**src/hdl/dcc_pkg.sv**
```systemverilog
// Constants and carriers for the calibrated converter code path.
// Assumes a single system clock domain.
`default_nettype none
package dcc_pkg;
	localparam int DCC_FULL_BITS = 16;
	localparam int DCC_LOW_BITS = 14;
	localparam logic [1:0] DCC_DROP_LSBS = 2'h2;
	localparam logic [15:0] DCC_GAIN_UNITY = 16'h8000;
	localparam logic [15:0] DCC_OFFSET_ZERO = 16'h0000;
	localparam logic [15:0] DCC_CODE_RESET = 16'h0000;
	localparam logic DCC_SPAN_FULL = 1'b0;
	localparam logic DCC_SPAN_NARROW = 1'b1;

	typedef enum logic [1:0] {
		DCC_BAND_LOW = 2'b00,
		DCC_BAND_HIGH = 2'b01,
		DCC_BAND_BAD = 2'b10
	} dcc_band_e;

	typedef struct packed {
		logic [15:0] gainTrim;
		logic [15:0] offsetTrim;
	} dcc_trim_s;

	typedef struct packed {
		logic lowBandOk;
		logic highBandOk;
	} dcc_supply_s;
endpackage : dcc_pkg
`default_nettype wire

```
**src/hdl/dcc_code_path.sv**
```systemverilog
// Calibrated code path: gain/offset trim, span select, supply alarm.
// Assumes supply comparators arrive asynchronously; host writes are synchronous.
//
// Operation
// - Gain factor is one half plus trim code over two to the N.
// - Offset trim is two's complement, top bit weighs negative.
// - Calibrated code equals output code times gain plus offset.
// - Trim changes take effect only at the next output code write.
// - Gain trim left justified; 14-bit variant ignores two low bits.
// - Offset trim left justified; 14-bit variant discards two low bits.
// - Calibrated code is N bits, zero up to two to N minus one.
// - Span bit zero selects full span, one selects narrow span.
// - In clear state span follows the clear-state span bit.
// - Supply not in exactly one band, whatever the span, raises alarm and applies fault action.
// - Gain multiply truncates rather than rounds.
// - Output code left justified; 14-bit variant ignores two low bits.
// - Clear state drives converter from safe-state code.
`timescale 1ns/1ns
`default_nettype none
module dcc_code_path
	import dcc_pkg::*;
#(
	parameter int N = DCC_FULL_BITS
) (
	input wire logic sys_clk,
	input wire logic rstn,
	input wire logic codeWrite,
	input wire logic [15:0] outputCode,
	input wire dcc_trim_s trimIn,
	input wire logic spanSelect,
	input wire logic clear_span_select,
	input wire logic clearState,
	input wire logic [15:0] safe_state_code,
	input wire logic [1:0] fault_action_config,
	input wire dcc_supply_s main_supply,
	output logic [15:0] convCode,
	output logic convUpdate,
	output logic narrowSpan,
	output logic supplyAlarm,
	output logic [1:0] faultActionOut,
	output logic [1:0] supplyBand
);
	localparam int DROP = (N == DCC_FULL_BITS) ? 0 : int'(DCC_DROP_LSBS);
	localparam int W = DCC_FULL_BITS - DROP;
	localparam logic [15:0] CODE_MAX = 16'((1 << W) - 1);

	////////////////////////////////////////////////////////////////////////////
	// Supply band detection
	dcc_supply_s supMeta_reg;
	dcc_supply_s supSync_reg;
	dcc_band_e band_next;
	always_ff @(posedge sys_clk or negedge rstn) begin
		if (!rstn) begin
			supMeta_reg <= '0;
			supSync_reg <= '0;
		end else begin
			supMeta_reg <= main_supply;
			supSync_reg <= supMeta_reg;
		end
	end
	always_comb begin
		case ({supSync_reg.highBandOk, supSync_reg.lowBandOk})
			2'b01: band_next = DCC_BAND_LOW;
			2'b10: band_next = DCC_BAND_HIGH;
			default: band_next = DCC_BAND_BAD;
		endcase
	end
	logic alarm_next;
	assign alarm_next = (band_next == DCC_BAND_BAD);
	always_ff @(posedge sys_clk or negedge rstn) begin
		if (!rstn) begin
			supplyAlarm <= 1'b0;
			faultActionOut <= 2'h0;
			supplyBand <= DCC_BAND_BAD;
		end else begin
			supplyAlarm <= alarm_next;
			faultActionOut <= alarm_next ? fault_action_config : 2'h0;
			supplyBand <= band_next;
		end
	end

	////////////////////////////////////////////////////////////////////////////
	// Span selection
	always_ff @(posedge sys_clk or negedge rstn) begin
		if (!rstn) begin
			narrowSpan <= DCC_SPAN_FULL;
		end else begin
			narrowSpan <= clearState ? clear_span_select : spanSelect;
		end
	end

	////////////////////////////////////////////////////////////////////////////
	// Calibration arithmetic
	logic [W-1:0] dataN;
	logic [W-1:0] gainN;
	logic signed [W-1:0] offsetN;
	logic [2*W:0] product;
	logic signed [W+2:0] sumVal;
	logic [15:0] calCode;
	assign dataN = outputCode[15 -: W];
	assign gainN = trimIn.gainTrim[15 -: W];
	assign offsetN = trimIn.offsetTrim[15 -: W];
	// Data times (2^(N-1) + gain) over 2^N, low bits dropped
	assign product = {1'b0, dataN} * ({1'b0, gainN} + (W+1)'(1 << (W-1)));
	assign sumVal = $signed({1'b0, product[2*W:W]}) + (W+3)'(offsetN);
	always_comb begin
		calCode = '0;
		if (sumVal < 0) begin
			calCode = '0;
		end else if (sumVal > $signed((W+3)'((1 << W) - 1))) begin
			calCode = 16'((1 << W) - 1);
		end else begin
			calCode = 16'(sumVal[W-1:0]);
		end
	end

	////////////////////////////////////////////////////////////////////////////
	// Converter code register
	logic [15:0] safeN;
	logic clearSeen_reg;
	assign safeN = 16'(safe_state_code[15 -: W]);
	always_ff @(posedge sys_clk or negedge rstn) begin
		if (!rstn) begin
			convCode <= DCC_CODE_RESET;
			convUpdate <= 1'b0;
			clearSeen_reg <= 1'b0;
		end else begin
			clearSeen_reg <= clearState;
			convUpdate <= 1'b0;
			if (clearState) begin
				convCode <= safeN;
				convUpdate <= !clearSeen_reg;
			end else if (codeWrite) begin
				convCode <= calCode;
				convUpdate <= 1'b1;
			end
		end
	end
endmodule : dcc_code_path
`default_nettype wire

```
**config.mk**
```make
export PLATFORM = sky130hd
export DESIGN_NAME = dcc_code_path
export DESIGN_NICKNAME = d
export VERILOG_FILES = /design/src/hdl/dcc_pkg.sv /design/src/hdl/dcc_code_path.sv
export SDC_FILE = /design/constraint.sdc
export NUM_CORES = 1
export LEC_CHECK = 0
export BUFFER_PORTS_ARGS = -buffer_cell sky130_fd_sc_hd__buf_2
export CAP_MARGIN = 20
export CORE_UTILIZATION = 45
export CTS_BUF_LIST = sky130_fd_sc_hd__clkbuf_8
export DETAILED_ROUTE_END_ITERATION = 16
export REMOVE_ABC_BUFFERS = 1
export SLEW_MARGIN = 40
export SYNTH_ARGS = -nofsm -noshare
export SYNTH_HDL_FRONTEND = slang
export SYNTH_SLANG_ARGS = --single-unit
```
**constraint.sdc**
```tcl
create_clock -name sys_clk -period 1.1 [get_ports sys_clk]
set_clock_uncertainty 0.1 [all_clocks]
set_input_delay 0.055 -clock sys_clk [delete_from_list [all_inputs] [get_ports sys_clk]]
set_output_delay 0.055 -clock sys_clk [all_outputs]
set_load 0.1 [all_outputs]
```
==> results.md <==
* Outcome: finished, violations left
* Failing checks: negative setup slack
* WL final at 25.7 mm
* WHS at 0.0251 ns
* Number of synthesized register bits at 28
* Setup WS post-layout at -6.06 ns
* Clock root buffer: clkbuf_8
* Max-slew violations at 0
* Cell family with most CP delay: adder cells
* Worst hold path class: in2reg
* Post-Syn Area per Cell at 9.07 sq um
* Cell area after synthesis at 10400 sq um
* GPL Wtd Cong at 0.873
* Seq/Total Area, Yosys at 6.75%
* Worst Setup Start Kind: input port
* Met2 Use GR at 41.9%
* Fin crit share at 651%
* Largest register FFs at 16
* Grt ovf at 0
* Fin crit period at 7.16 ns
* Synth area leaders: fa_1 40%, ha_1 14%, inv_1 8.6%
* GRT Util Overall at 22.9%
* GRT busiest layer: met2
* CP Max Fanout at 8
* Die H at 154 um
* Via density at 5.00
* Max H-tree Level at 1
* Fmax at 0.140 GHz
* Grt met1 use at 30.2%
* CTS tree: done
* Clk_lat worst skew at 0.28 ns
* Post-synth EDFFs at 0
* Most frequent cell after synthesis: inv_1
* Core Area at 22600 sq um
* Largest net degree at the start of global routing at 29
* Slowest cell on the critical path: fa_1
* Max Root-Sink Buffers at 2
* WP data required at 1.17 ns
* Layout cell share with drive strength beyond 1 at 28.8%
* HPWL Detailed at 21.8 mm
* Filler cell count in the final layout at 1963
* Cell area after layout at 13900 sq um
* Reg with most FFs: convCode
* Critical path capture point type: flop
* Number of buffers created by CTS at 3
* Vias at 8538
* Gate Count Post-Synth at 1146
* Endpoints failing hold at 0
* Crit path arrival time at 7.23 ns
* Synth warn at 0
* Starting Density at 45.9%
* Met3 Resource Use GR at 1.30%
* Initial antenna violation count at 1
* First-pass GRT wire length at 43.7 mm
* Crit Path Class: in2reg
* Horiz. Die Dim at 154 um
* I/O Buffers at 96
* # setup viols final at 27
* Post-DRT Antenna Nets at 0
* Worst Path Buf+Inv at 7
* Cell taking the most area after synthesis: fa_1
* FFs w/ async S/R, synth at 100%
* Max-Cap Viols at 0
* DR WL/cell at 15.0 um
* DRC viols at 0
* # IOs at 97
* Pre-antenna DRT Iters at 5
* Clock tree sinks at 28
* Netlist cell types at 59
* Cell mode on critical path: fa_1
* Main synth FF type: dfrtp_1
* Number of global-route vias before repair at 9117
* Nets at 1825
* Synthesis-to-finish area growth at 33.6%
* Max incr delay on CP at 0.52 ns
* Placed Area at 12800 sq um
* Unrepaired setup endpoints after global routing: true
* Clock Pin Slew Worst Setup and Hold Paths at 0.10 ns
* Full die area at 23700 sq um
* Yosys top cell area share at 40.0%
* Top cells by count, synth: 238 x inv_1, 208 x fa_1, 157 x nand2_1
* Row cnt at 55
* Initial DRC Count at 329
layer usage:
| layer | routed length [um] | part of all wire, % | vias up |
|---|---|---|---|
| met5 | 0 | 0 | - |
| met1 | 11100 | 43 | 4308 |
| li1 | - | - | 4086 |
| met4 | 438 | 1.7 | 0 |
| met3 | 582 | 2.3 | 28 |
| met2 | 13500 | 53 | 116 |
cell usage in the layout, fill, tap and decap left out, types with 4 or more instances in the layout:
master / Yosys / routed
a211oi_2: 2 / 4
a21o_1: 13 / 13
a21oi_1: 20 / 12
a21oi_2: 0 / 8
a22oi_1: 12 / 12
a31oi_1: 16 / 12
and2_1: 109 / 101
and2_4: 0 / 8
and2b_2: 11 / 11
buf_12: 0 / 30
buf_2: 2 / 48
buf_4: 0 / 186
buf_6: 2 / 35
conb_1: 2 / 4
dfrtp_1: 27 / 26
dlygate4sd3_1: 0 / 12
fa_1: 208 / 201
fa_2: 0 / 7
ha_1: 119 / 107
ha_4: 0 / 10
inv_1: 238 / 234
inv_2: 0 / 4
mux2_2: 4 / 4
nand2_1: 157 / 152
nand2_2: 0 / 5
nand2b_1: 12 / 11
nand3_1: 6 / 5
nor2_1: 26 / 26
nor2b_1: 4 / 4
nor3_1: 8 / 5
o21a_1: 5 / 5
o21ai_0: 21 / 11
o21ai_1: 0 / 5
o21ai_2: 1 / 5
xnor2_1: 19 / 19
xor2_1: 13 / 12
tightest hold or removal path, stage by stage:
cell and delay, ns:
buf_2 0.08, a22oi_1 0.08, a31oi_1 0.16
cell type report:
cell class	count	area, sq um	share of cell area (%)
Timing Repair Buffer	312	2770	19.9
Inverter	238	893	6.43
Antenna cell	1	2.50	0.0180
Sequential cell	28	703	5.06
Multi-Input combinational cell	841	9090	65.5
Tap cell	285	357	2.57
Clock inverter	1	30.0	0.216
Clock buffer	3	41.3	0.297
path summary, 6_finish.rpt:
kind                            slack [ns]                startpoint                        to  depth (start not counted)
worst max-delay path                 -6.06                trimIn[29]   convCode[5]$_DFFE_PN0P_                         32
worst min-delay path                  0.03        safe_state_code[3]   convCode[3]$_DFFE_PN0P_                          3
worst max register to register       -0.01   convCode[5]$_DFFE_PN0P_   convCode[5]$_DFFE_PN0P_                          3
worst min register to register        0.26  supMeta_reg[1]$_DFF_PN0_  supSync_reg[1]$_DFF_PN0_                          0
max in group asynchronous             0.51                      rstn   supplyBand[1]$_DFF_PN1_                          3
min in group asynchronous             0.15                      rstn  convCode[15]$_DFFE_PN0P_                          3
cells by family after synthesis:
| family | synth area share, % |
|---|---|
| AOI/OAI and AO/OA | 8.36 |
| xor gates and xnor gates | 2.70 |
| adders and majority gates | 54.4 |
| buffers and inverters | 10.2 |
| DFF | 6.75 |
| muxes | 0.662 |
| other | 0.0722 |
| and+or+nand+nor | 16.9 |
what timing repair did:
item	in CTS	in global routing
gates cloned	1	0
pin swaps	60	30
buffers inserted	22	7
endpoints found under the setup margin	29	30
gates resized for setup	129	40
hold endpoints to repair	38	0
hold buffers	12	0
stage by stage:
step / instances / utilization, % / worst slack [ns] / TNS (ns)
6_report: 1709 / 61.3 / -6.06 / -97.11
5_1_grt: 1709 / 61.3 / -6.32 / -101.64
4_1_cts: 1703 / 60.5 / -6.02 / -96.57
3_5_place_dp: 1666 / 56.6 / -6.81 / -108.29
3_3_place_gp: 1666 / 56.6 / -6.69 / -106.98
2_1_floorplan: 1107 / - / -6.35 / -100.70
Power is left out: the tool's default activity adds up to more than one toggle a clock period on the data nets, which glitch-free logic cannot reach.
